### src/shared/ods_pkg.sv
// Shared constants, register map and carrier types of the output diagnostic sequencer.
package ods_pkg;

   localparam int CH_W = 5;
   localparam int PHASE_CH = 8;
   localparam int PHASES = 3;

   // Register byte offsets.
   localparam logic [7:0] OFS_CTRL = 8'h00;
   localparam logic [7:0] OFS_FIELD_EN = 8'h04;
   localparam logic [7:0] OFS_CH_EN = 8'h08;
   localparam logic [7:0] OFS_CH_EXT = 8'h0C;
   localparam logic [7:0] OFS_TIMING = 8'h10;
   localparam logic [7:0] OFS_POWER = 8'h14;
   localparam logic [7:0] OFS_VOLT = 8'h18;
   localparam logic [7:0] OFS_STATUS = 8'h1C;
   localparam logic [7:0] OFS_FAULT = 8'h20;

   // Field positions.
   localparam int CTRL_MODE_LSB = 0;
   localparam int CTRL_VSEL_BIT = 4;
   localparam int CTRL_RELAY_BIT = 5;
   localparam int CTRL_JOB_BIT = 8;
   localparam int TIM_REP_LSB = 0;
   localparam int TIM_CHP_LSB = 8;
   localparam int TIM_CYP_LSB = 16;
   localparam int PWR_RATED_LSB = 0;
   localparam int PWR_DEV_LSB = 16;
   localparam int STS_STATE_LSB = 0;
   localparam int STS_CH_LSB = 8;
   localparam int STS_JOB_BIT = 16;
   localparam int STS_SKIP_BIT = 17;
   localparam int STS_PEND_BIT = 18;
   localparam int FLT_CH_LSB = 0;
   localparam int FLT_CODE_LSB = 8;
   localparam int FLT_VALID_BIT = 31;

   // Reset values.
   localparam logic [31:0] RST_CTRL = 32'h0000_0000;
   localparam logic [31:0] RST_EN = 32'h0000_0000;
   localparam logic [31:0] RST_CH_EXT = 32'h0000_0000;
   localparam logic [31:0] RST_TIMING = 32'h0000_0000;
   localparam logic [31:0] RST_POWER = 32'h0000_0000;
   localparam logic [31:0] RST_VOLT = 32'h0000_0000;

   // Timing: channel pause step, and its cycle count at the clock rate.
   localparam int PCLK_MHZ = 250;
   localparam int PAUSE_STEP_MS = 50;
   localparam int PAUSE_STEP_CYC = PAUSE_STEP_MS * 1000 * PCLK_MHZ;

   typedef enum logic [2:0] {
      MODE_OFF = 3'h0, MODE_STARTUP = 3'h1, MODE_STANDBY = 3'h2,
      MODE_PROD1 = 3'h3, MODE_PROD2 = 3'h4
   } ods_mode_t;

   typedef enum logic [2:0] {
      FLT_NONE = 3'h0, FLT_T1 = 3'h1, FLT_T2 = 3'h2, FLT_T3 = 3'h3,
      FLT_T4 = 3'h4, FLT_T5 = 3'h5, FLT_T2EXT = 3'h6
   } ods_fault_t;

   typedef enum logic [6:0] {
      ST_IDLE = 7'h01, ST_SEEK = 7'h02, ST_WAVE1 = 7'h04, ST_WAVE2 = 7'h08,
      ST_LOCAL = 7'h10, ST_EVAL = 7'h20, ST_CPAUSE = 7'h40
   } ods_state_t;

   typedef struct packed {
      logic volt_on;
      logic ext_ok;
      logic drv_fault;
      logic [15:0] cur;
      logic [15:0] line_v;
   } ods_meas_t;

   typedef struct packed {
      logic valid;
      logic job;
      logic [CH_W-1:0] ch;
      ods_fault_t code;
   } ods_report_t;

endpackage

### src/design/ods_classify.sv
// Fault classifier: turns one channel's wave samples into a fault code.
`timescale 1ns/1ps
module ods_classify (
   input wire logic relay,
   input wire logic ext,
   input wire logic vsel,
   input wire logic [15:0] pvolt,
   input wire logic [15:0] rated,
   input wire logic [15:0] dev,
   input wire logic on_seen,
   input wire logic off_seen,
   input wire logic ext_ok,
   input wire logic drv_fault,
   input wire logic [15:0] cur,
   input wire logic [15:0] line_v,
   output ods_pkg::ods_fault_t code
);
   import ods_pkg::*;

   logic [15:0] volt;
   logic [31:0] pwr;
   logic [16:0] hi;
   logic [15:0] lo;
   ods_fault_t std_code;
   ods_fault_t pwr_code;

   assign volt = vsel ? line_v : pvolt;
   assign pwr = volt * cur;
   assign hi = {1'b0, rated} + {1'b0, dev};
   assign lo = (rated > dev) ? rated - dev : 16'h0000;

   always_comb begin
      std_code = FLT_NONE;
      if (relay) begin
         if (!on_seen && drv_fault) begin
            std_code = FLT_T5;
         end else if (!on_seen) begin
            std_code = FLT_T1;
         end else if (off_seen) begin
            std_code = FLT_T2;
         end
      end else begin
         if (off_seen) begin
            std_code = FLT_T2;
         end else if (!on_seen) begin
            std_code = ext_ok ? FLT_T1 : FLT_T2EXT;
         end
      end
      pwr_code = FLT_NONE;
      if ({1'b0, pwr[31:16]} > hi) begin
         pwr_code = FLT_T4;
      end else if (pwr[31:16] < lo) begin
         pwr_code = FLT_T3;
      end
   end

   // Extended channels return no load feedback, so only power is judged, with or without a relay unit.
   assign code = ext ? pwr_code : std_code;

endmodule // ods_classify

### src/design/ods_seq.sv
// Cyclic and job-triggered diagnostic sequencer for heater output channels.
`timescale 1ns/1ps
module ods_seq #(
   parameter int NUM_CH = 24,
   parameter int NUM_FIELD = 3,
   parameter int CH_PER_FIELD = 8,
   parameter int ADDR_W = 8,
   parameter int PAUSE_STEP = ods_pkg::PAUSE_STEP_CYC
) (
   input wire logic pclk,
   input wire logic presetn,
   input wire logic ce,
   input wire logic psel,
   input wire logic penable,
   input wire logic pwrite,
   input wire logic [ADDR_W-1:0] paddr,
   input wire logic [31:0] pwdata,
   output logic [31:0] prdata,
   output logic pready,
   output logic pslverr,
   input wire logic zc_l1,
   input wire logic [NUM_CH-1:0] ctl_pattern,
   input wire logic [NUM_CH-1:0] ch_present,
   input wire ods_pkg::ods_meas_t meas,
   output logic [NUM_CH-1:0] sw_out,
   output logic meas_cur_en,
   output ods_pkg::ods_report_t report
);
   import ods_pkg::*;

   typedef struct packed {
      ods_state_t st;
      logic [CH_W-1:0] ch;
      logic job;
      logic job_pend;
      logic skip;
      logic done;
      logic [7:0] cyc_left;
      logic [7:0] pcnt;
      logic [31:0] tcnt;
      logic on_seen;
      logic off_seen;
      logic ext_ok;
      logic drv;
      logic [15:0] cur;
      logic [15:0] lv;
      logic [NUM_CH-1:0][7:0] rep;
      ods_report_t rpt;
      ods_report_t flt;
      logic [NUM_CH-1:0] sw;
      logic cur_en;
      logic ack;
      logic [31:0] rdata;
      logic [2:0] mode;
      logic vsel;
      logic relay;
      logic [NUM_FIELD-1:0] fen;
      logic [NUM_CH-1:0] cen;
      logic [NUM_CH-1:0] cext;
      logic [7:0] rep_cfg;
      logic [7:0] chp_cfg;
      logic [7:0] cyp_cfg;
      logic [15:0] rated;
      logic [15:0] dev;
      logic [15:0] pvolt;
      logic zc_m;
      logic zc_s;
      logic zc_p;
   } ods_core_t;

   ods_core_t s;
   ods_core_t n;
   ods_fault_t cls_code;
   logic zc_tick;
   logic mode_ok;
   logic incl;
   logic last;
   logic ext;
   logic hit;
   logic wr;
   logic [31:0] rv;
   logic [NUM_CH-1:0] t1h;
   logic [NUM_CH-1:0] pm;
   logic [NUM_CH-1:0] en;
   logic [NUM_CH-1:0] val;

   function automatic int fld_of(input logic [CH_W-1:0] c);
      return int'(c) / CH_PER_FIELD;
   endfunction

   function automatic logic [NUM_CH-1:0] ph_mask(input logic [CH_W-1:0] c);
      logic [NUM_CH-1:0] m;
      m = '0;
      for (int k = 0; k < NUM_CH; k++) begin
         m[k] = ((k % (PHASE_CH * PHASES)) / PHASE_CH) ==
                ((int'(c) % (PHASE_CH * PHASES)) / PHASE_CH);
      end
      return m;
   endfunction

   assign zc_tick = s.zc_s & ~s.zc_p;
   assign mode_ok = (s.mode == MODE_STANDBY) || (s.mode == MODE_PROD1) ||
                    (s.mode == MODE_PROD2);
   assign incl = s.job ? ch_present[s.ch] : (s.cen[s.ch] & s.fen[fld_of(s.ch)]);
   assign last = s.ch == CH_W'(NUM_CH - 1);
   assign ext = s.cext[s.ch];
   assign hit = (paddr == ADDR_W'(OFS_CTRL)) || (paddr == ADDR_W'(OFS_FIELD_EN)) ||
                (paddr == ADDR_W'(OFS_CH_EN)) || (paddr == ADDR_W'(OFS_CH_EXT)) ||
                (paddr == ADDR_W'(OFS_TIMING)) || (paddr == ADDR_W'(OFS_POWER)) ||
                (paddr == ADDR_W'(OFS_VOLT)) || (paddr == ADDR_W'(OFS_STATUS)) ||
                (paddr == ADDR_W'(OFS_FAULT));
   assign pready = psel & penable & s.ack & ce;
   assign pslverr = pready & ~hit;
   assign wr = pready & pwrite & hit;
   assign prdata = s.rdata;
   assign sw_out = s.sw;
   assign meas_cur_en = s.cur_en;
   assign report = s.rpt;

   ods_classify u_cls (
      .relay(s.relay),
      .ext(ext),
      .vsel(s.vsel),
      .pvolt(s.pvolt),
      .rated(s.rated),
      .dev(s.dev),
      .on_seen(s.on_seen),
      .off_seen(s.off_seen),
      .ext_ok(s.ext_ok),
      .drv_fault(s.drv),
      .cur(s.cur),
      .line_v(s.lv),
      .code(cls_code)
   );

   always_comb begin
      n = s;
      rv = '0;
      n.rpt.valid = 1'b0;
      n.zc_m = zc_l1;
      n.zc_s = s.zc_m;
      n.zc_p = s.zc_s;
      // Read data is captured in the first access cycle, so pready comes one cycle later.
      if (psel && penable && !s.ack) begin
         n.ack = 1'b1;
         if (paddr == ADDR_W'(OFS_CTRL)) begin
            rv[CTRL_MODE_LSB +: 3] = s.mode;
            rv[CTRL_VSEL_BIT] = s.vsel;
            rv[CTRL_RELAY_BIT] = s.relay;
            rv[CTRL_JOB_BIT] = s.job_pend | s.job;
         end else if (paddr == ADDR_W'(OFS_FIELD_EN)) begin
            rv[NUM_FIELD-1:0] = s.fen;
         end else if (paddr == ADDR_W'(OFS_CH_EN)) begin
            rv[NUM_CH-1:0] = s.cen;
         end else if (paddr == ADDR_W'(OFS_CH_EXT)) begin
            rv[NUM_CH-1:0] = s.cext;
         end else if (paddr == ADDR_W'(OFS_TIMING)) begin
            rv = {8'h00, s.cyp_cfg, s.chp_cfg, s.rep_cfg};
         end else if (paddr == ADDR_W'(OFS_POWER)) begin
            rv = {s.dev, s.rated};
         end else if (paddr == ADDR_W'(OFS_VOLT)) begin
            rv[15:0] = s.pvolt;
         end else if (paddr == ADDR_W'(OFS_STATUS)) begin
            rv[STS_STATE_LSB +: 7] = s.st;
            rv[STS_CH_LSB +: CH_W] = s.ch;
            rv[STS_JOB_BIT] = s.job;
            rv[STS_SKIP_BIT] = s.skip;
            rv[STS_PEND_BIT] = s.job_pend;
         end else if (paddr == ADDR_W'(OFS_FAULT)) begin
            rv[FLT_CH_LSB +: CH_W] = s.flt.ch;
            rv[FLT_CODE_LSB +: 3] = s.flt.code;
            rv[FLT_VALID_BIT] = s.flt.valid;
         end
         n.rdata = rv;
      end
      if (pready) begin
         n.ack = 1'b0;
      end
      // Clearing the stored fault comes first so that a fault found in the same cycle wins.
      if (wr && paddr == ADDR_W'(OFS_FAULT) && pwdata[FLT_VALID_BIT]) begin
         n.flt.valid = 1'b0;
      end
      case (s.st)
         ST_IDLE: begin
            if (s.job_pend) begin
               n.job_pend = 1'b0;
               n.job = 1'b1;
               n.skip = 1'b0;
               n.done = 1'b0;
               n.ch = '0;
               n.st = ST_SEEK;
            end else if (mode_ok) begin
               n.st = ST_SEEK;
            end
         end
         ST_SEEK: begin
            if (s.job_pend && !s.job) begin
               n.job_pend = 1'b0;
               n.job = 1'b1;
               n.skip = 1'b0;
               n.done = 1'b0;
               n.ch = '0;
            end else if (s.done || !incl) begin
               n.done = 1'b0;
               n.ch = last ? '0 : CH_W'(s.ch + 1);
               if (last && s.job) begin
                  n.job = 1'b0;
                  n.st = ST_IDLE;
               end else if (last && s.skip) begin
                  n.cyc_left = s.cyc_left - 8'h01;
                  n.skip = s.cyc_left > 8'h01;
               end else if (last) begin
                  n.cyc_left = s.cyp_cfg;
                  n.skip = s.cyp_cfg != 8'h00;
               end
            end else if (zc_tick) begin
               n.st = ST_WAVE1;
            end
         end
         ST_WAVE1: begin
            if (zc_tick) begin
               if (ext) begin
                  n.off_seen = meas.volt_on;
               end else begin
                  n.on_seen = meas.volt_on;
                  n.drv = meas.drv_fault;
               end
               n.st = ST_WAVE2;
            end
         end
         ST_WAVE2: begin
            if (zc_tick) begin
               n.st = ST_EVAL;
               if (ext) begin
                  n.on_seen = meas.volt_on;
                  n.drv = meas.drv_fault;
                  n.cur = meas.cur;
                  n.lv = meas.line_v;
               end else begin
                  n.off_seen = meas.volt_on;
                  if (!s.skip && (!s.on_seen || meas.volt_on)) begin
                     n.st = ST_LOCAL;
                  end
               end
            end
         end
         ST_LOCAL: begin
            if (zc_tick) begin
               n.ext_ok = meas.ext_ok;
               n.cur = meas.cur;
               n.lv = meas.line_v;
               n.st = ST_EVAL;
            end
         end
         ST_EVAL: begin
            if (!s.skip && s.job && cls_code != FLT_NONE) begin
               n.rpt = '{valid: 1'b1, job: 1'b1, ch: s.ch, code: cls_code};
            end else if (!s.skip && cls_code != FLT_NONE) begin
               if (s.rep[s.ch] >= s.rep_cfg) begin
                  n.rpt = '{valid: 1'b1, job: 1'b0, ch: s.ch, code: cls_code};
                  n.flt = n.rpt;
               end else begin
                  n.rep[s.ch] = s.rep[s.ch] + 8'h01;
               end
            end else if (!s.skip) begin
               n.rep[s.ch] = 8'h00;
            end
            n.done = 1'b1;
            n.pcnt = s.chp_cfg;
            n.tcnt = '0;
            n.st = s.job ? ST_SEEK : ST_CPAUSE;
         end
         ST_CPAUSE: begin
            if (s.pcnt == 8'h00) begin
               n.st = ST_SEEK;
            end else if (s.tcnt == 32'(PAUSE_STEP - 1)) begin
               n.tcnt = '0;
               n.pcnt = s.pcnt - 8'h01;
            end else begin
               n.tcnt = s.tcnt + 32'h1;
            end
         end
         default: n.st = ST_IDLE;
      endcase
      if (!n.job && !mode_ok) begin
         n.st = ST_IDLE;
      end
      if (wr && paddr == ADDR_W'(OFS_CTRL)) begin
         n.mode = pwdata[CTRL_MODE_LSB +: 3];
         n.vsel = pwdata[CTRL_VSEL_BIT];
         n.relay = pwdata[CTRL_RELAY_BIT];
         if (pwdata[CTRL_JOB_BIT]) begin
            n.job_pend = 1'b1;
         end
      end else if (wr && paddr == ADDR_W'(OFS_FIELD_EN)) begin
         n.fen = pwdata[NUM_FIELD-1:0];
      end else if (wr && paddr == ADDR_W'(OFS_CH_EN)) begin
         n.cen = pwdata[NUM_CH-1:0];
      end else if (wr && paddr == ADDR_W'(OFS_CH_EXT)) begin
         n.cext = pwdata[NUM_CH-1:0];
      end else if (wr && paddr == ADDR_W'(OFS_TIMING)) begin
         n.rep_cfg = pwdata[TIM_REP_LSB +: 8];
         n.chp_cfg = pwdata[TIM_CHP_LSB +: 8];
         n.cyp_cfg = pwdata[TIM_CYP_LSB +: 8];
      end else if (wr && paddr == ADDR_W'(OFS_POWER)) begin
         n.rated = pwdata[PWR_RATED_LSB +: 16];
         n.dev = pwdata[PWR_DEV_LSB +: 16];
      end else if (wr && paddr == ADDR_W'(OFS_VOLT)) begin
         n.pvolt = pwdata[15:0];
      end
      // Switching override of the channel under test and, where asked, its phase.
      t1h = '0;
      t1h[s.ch] = 1'b1;
      pm = ph_mask(s.ch);
      en = '0;
      val = '0;
      if (!s.skip && s.st == ST_WAVE1) begin
         en = t1h;
         val = ext ? '0 : t1h;
      end else if (!s.skip && s.st == ST_WAVE2) begin
         en = ext ? pm : t1h;
         val = ext ? t1h : '0;
      end else if (!s.skip && s.st == ST_LOCAL) begin
         en = pm;
      end
      n.sw = (ctl_pattern & ~en) | (val & en);
      n.cur_en = !s.skip && ((s.st == ST_WAVE2 && ext) || s.st == ST_LOCAL);
   end

   always_ff @(posedge pclk or negedge presetn) begin
      if (!presetn) begin
         s <= '0;
         s.st <= ST_IDLE;
         s.mode <= RST_CTRL[CTRL_MODE_LSB +: 3];
         s.fen <= RST_EN[NUM_FIELD-1:0];
         s.cen <= RST_EN[NUM_CH-1:0];
         s.cext <= RST_CH_EXT[NUM_CH-1:0];
         s.rep_cfg <= RST_TIMING[TIM_REP_LSB +: 8];
         s.rated <= RST_POWER[PWR_RATED_LSB +: 16];
         s.pvolt <= RST_VOLT[15:0];
      end else if (ce) begin
         s <= n;
      end
   end
endmodule // ods_seq

### config.mk
export PLATFORM = sky130hd
export DESIGN_NAME = ods_seq
export DESIGN_NICKNAME = d
export VERILOG_FILES = /design/src/shared/ods_pkg.sv /design/src/design/ods_classify.sv /design/src/design/ods_seq.sv
export SDC_FILE = /design/constraint.sdc
export NUM_CORES = 2
export LEC_CHECK = 0
export BUFFER_PORTS_ARGS = -buffer_cell sky130_fd_sc_hd__buf_2
export CORE_UTILIZATION = 57
export CTS_CLUSTER_DIAMETER = 30
export DETAILED_ROUTE_END_ITERATION = 6
export PLACE_DENSITY = 0.78
export SLEW_MARGIN = 20
export SYNTH_ARGS = -nofsm -noshare
export SYNTH_HDL_FRONTEND = slang
export SYNTH_SLANG_ARGS = --single-unit
### constraint.sdc
create_clock -name pclk -period 22.5 [get_ports pclk]
set_input_delay 1.125 -clock pclk [delete_from_list [all_inputs] [get_ports pclk]]
set_output_delay 1.125 -clock pclk [all_outputs]
set_load 0.02 [all_outputs]
==> parameters.txt <==
Parameter                              Value

Status
  Run status ... completed

Synth
  Cell taking the most area after synthesis ... sky130_fd_sc_hd__dfrtp_1
  Number of flip-flops and latches in the synthesized netlist ... 500
  Most frequent cells after synthesis ... 507 x sky130_fd_sc_hd__nand2_1, 499 x sky130_fd_sc_hd__dfrtp_1, 307 x sky130_fd_sc_hd__inv_1
  Mapped Area ... 35,400 um^2
  Most common cell in the synthesized netlist ... sky130_fd_sc_hd__nand2_1
  Syn_nets ... just over 4,000
  Flip-flop cell with the highest count after synthesis ... sky130_fd_sc_hd__dfrtp_1
  Number of synthesized flops with an enable pin ... 0
  Yosys synthesis warning count ... 0
  Largest cells by area after synthesis ... sky130_fd_sc_hd__dfrtp_1 35%, sky130_fd_sc_hd__fa_1 11%, sky130_fd_sc_hd__ha_1 6.5%
  Synth top area share ... a little over a third
  Share of the yosys chip area belonging to registers ... 35.3%
  Synthesized area divided by synthesized cell count ... 9.94 um^2
  Number of distinct library cell variants in the gate-level netlist after synthesis ... 84
  Gate Count Post-Synth ... between 3,000 and 4,000
  Async set-reset flop share out of synthesis ... 100%

Clock network
  Deepest clock path buffer count ... 3
  Number of sinks handled by clock tree synthesis ... 500
  Num CTS Buffers ... ~100
  CTS clk-pin slew, worst paths ... roughly 0.050 ns
  Number of gates resized after cts ... 0
  Level count of the clock H-tree ... 3
  Clock root buffer master ... sky130_fd_sc_hd__clkbuf_16
  CTS tree ... yes
  Post CTS Setup Buffer Count ... 0
  Quantity of hold-fixing buffers added after cts ... 0
  Clk Latency, worst-skew pair ... ~0.66 ns

Setup path
  Critical path's largest stage delay ... roughly 1.0 ns
  Crit. End Element ... flip-flop
  Cell count of the worst reg-to-reg path ... 34
  R2r endpoint ... s[312]$_DFFE_PN0P_
  Startpoint types ... flip-flop
  Delay-heaviest family, CP ... compound AO/OA/AOI/OAI gates
  Critical path peak fanout ... 24
  Crit path buf inv count ... 4
  Setup slack on the worst flop-to-flop path ... 10.99 ns
  CP max stage cell ... sky130_fd_sc_hd__a2111o_1
  Data arrival time of the worst path ... between 10 and 15 ns
  Top cell by count, worst path ... sky130_fd_sc_hd__fa_1
  Data required time of the critical path ... approximately 23 ns
  Critical register-to-register path startpoint ... s[127]$_DFFE_PN0P_
  Worst Setup SP ... s[127]$_DFFE_PN0P_
  Setup CP Type ... flip-flop to flip-flop

Route
  Vias/cell ... 6.38
  Residual DRC count ... 0
  Antenna viol nets, final ... 0
  Count of vias placed by the detailed router ... ~30,000
  Routed WL per cell ... between 20 and 25 um
  Iteration-0 DRC Markers ... 3,400
  Routed wire length ... roughly 100,000 um
  Number of iterations in the first detailed-routing pass ... 6

Timing
  Period Utilization, post-route ... approximately half
  Worst clock skew ... 0.0415 ns
  Max-Slew Margin vs Limit ... between 15 and 20%
  Max Clock Freq ... 86.9 MHz
  Final-report hold violation count ... 0
  Unrepaired setup endpoints after global routing ... false
  Number of endpoints failing setup at the final stage ... 0
  Setup total negative slack ... 0 ns
  Slew at the pin with the worst max-slew slack ... approximately 1.2 ns
  Final min period ... between 10 and 15 ns
  Final Slew Violations ... 0

Power and ir drop
  Power share of the clock group ... between 50% and 60%
  Combinational fraction of design power ... between 8 and 9%
  P per Cell Area ... 68.7 nW/um^2
  Switching power as a share of total power ... 26.4%
  Peak supply drop ... ~0.066 mV
  Switching power total ... roughly 730 uW
  Leak Pwr ... about 19 nW
  Cell-internal power ... approximately 2 mW
  Sequential group share of total power ... around a third

Worst hold path
  Min-Delay Startpoint ... sw_out[9]$_DFFE_PN0P_
  Kind of path behind the tightest hold check ... flip-flop to flip-flop
  Sink of the worst hold path ... sw_out[9]$_DFFE_PN0P_
  Hold path depth ... 1

GRT
  Wire length of the first global-routing pass ... 165,000 um
  Largest net degree at the start of global routing ... approximately 180
  Antenna violations before repair ... 11
  Leftover overflow at the end of global routing ... 0
  Total global-route track usage ... 33.4%
  Vias in the first global route ... 29,400

Floorplan
  Die H ... ~250 um
  Die footprint ... around 63,000 um^2
  Horiz. Die Dim ... between 200 and 300 um
  Boundary Pins ... 199
  Initial core utilization ... a little under three fifths
  Site Rows ... 91
  Core ar. ... 61,600 um^2

Placement
  Final RePlAce weighted congestion ... roughly 0.95
  Placement-stage cell area ... ~36,000 um^2
  Count of port buffers added during placement ... 198
  Detailed-placement wirelength estimate ... between 70,000 and 80,000 um

Final layout
  Synthesis-to-finish area growth ... 13.3%
  Fraction of layout instances using a drive strength above 1 ... roughly 19%
  Post-route design area ... 40,200 um^2
  NumNets Final ... a little over 4,000

Run
  Max-cap violation count ... 0
## metrics by stage
stage	power, mW	setup slack, ns	instances	hold WS (ns)	util, %
2_1_floorplan	1.11	12.90	3566	0.447	-
3_3_place_gp	1.18	11.28	4372	0.458	59.2
3_5_place_dp	1.18	11.04	4372	0.463	59.2
4_1_cts	2.76	11.00	4559	0.475	65.1
5_1_grt	2.83	10.55	4563	0.484	65.2
6_report	2.76	10.99	4565	0.470	65.2
## layout make-up
| cell class | count | area, um^2 |
|---|---|---|
| multi-input cells | 2503 | 20600 |
| inverters | 308 | 1160 |
| fillers | 4620 | 21400 |
| repair buffers | 226 | 1250 |
| clock inverters | 71 | 912 |
| clock buffers | 116 | 2710 |
| well taps | 837 | 1050 |
| flip-flops and latches | 500 | 12500 |
| diodes | 4 | 10.0 |
## sequential cells by signal, summed over array words and instances, names as in the netlist
signal / flops
n: 2
meas_cur_en: 1
prdata: 32
report: 10
sw_out: 24
s: 431
## cell families after synthesis
family          synth area share, %
simple gates                   14.2
compound gates                 12.8
buf+inv                        7.00
flops                          35.3
fa+ha+maj                      17.5
mux                            11.8
xor+xnor                       1.46
## worst max path at each step
stage	depth (start not counted)	slack [ns]	end
finish	34	10.99	s[312]$_DFFE_PN0P_
global route	35	10.55	s[333]$_DFFE_PN0P_
CTS	34	11.00	s[332]$_DFFE_PN0P_
detailed placement	34	11.04	s[244]$_DFFE_PN0P_
global placement	35	11.28	s[313]$_DFFE_PN0P_
floorplan	35	12.90	s[189]$_DFFE_PN0P_
## layout by cell type (no fill, tap or decap), types with 25 or more instances in the layout
master	count
sky130_fd_sc_hd__and2_1	128
sky130_fd_sc_hd__mux4_2	75
sky130_fd_sc_hd__nor2b_1	25
sky130_fd_sc_hd__a21oi_1	107
sky130_fd_sc_hd__nor3_1	49
sky130_fd_sc_hd__buf_2	197
sky130_fd_sc_hd__mux2_2	196
sky130_fd_sc_hd__mux2i_1	27
sky130_fd_sc_hd__buf_4	25
sky130_fd_sc_hd__o21ai_0	175
sky130_fd_sc_hd__o22ai_1	173
sky130_fd_sc_hd__or3_1	26
sky130_fd_sc_hd__inv_1	307
sky130_fd_sc_hd__dfrtp_1	497
sky130_fd_sc_hd__fa_1	195
sky130_fd_sc_hd__nand3_1	77
sky130_fd_sc_hd__o311ai_0	27
sky130_fd_sc_hd__ha_1	183
sky130_fd_sc_hd__nand2_1	506
sky130_fd_sc_hd__xnor2_1	37
sky130_fd_sc_hd__clkbuf_16	102
sky130_fd_sc_hd__nor2_1	134
## power by group through the flow
stage,sequential [mW],clock (mW),combinational (mW)
after floorplan,0.938,0,0.169
after global placement,0.966,0,0.214
after detailed placement,0.967,0,0.215
after CTS,0.953,1.59,0.219
after global routing,0.956,1.63,0.238
final,0.953,1.58,0.223
## routing by layer
metal	global-route usage, %	routed length (um)	vias up
met5	0	75	-
met4	18.9	6290	14
met3	8.69	11000	397
met2	50.4	46300	1670
met1	43.9	40000	14500
li1	-	-	12600
No activity file was read; power rests on OpenSTA's default activity.
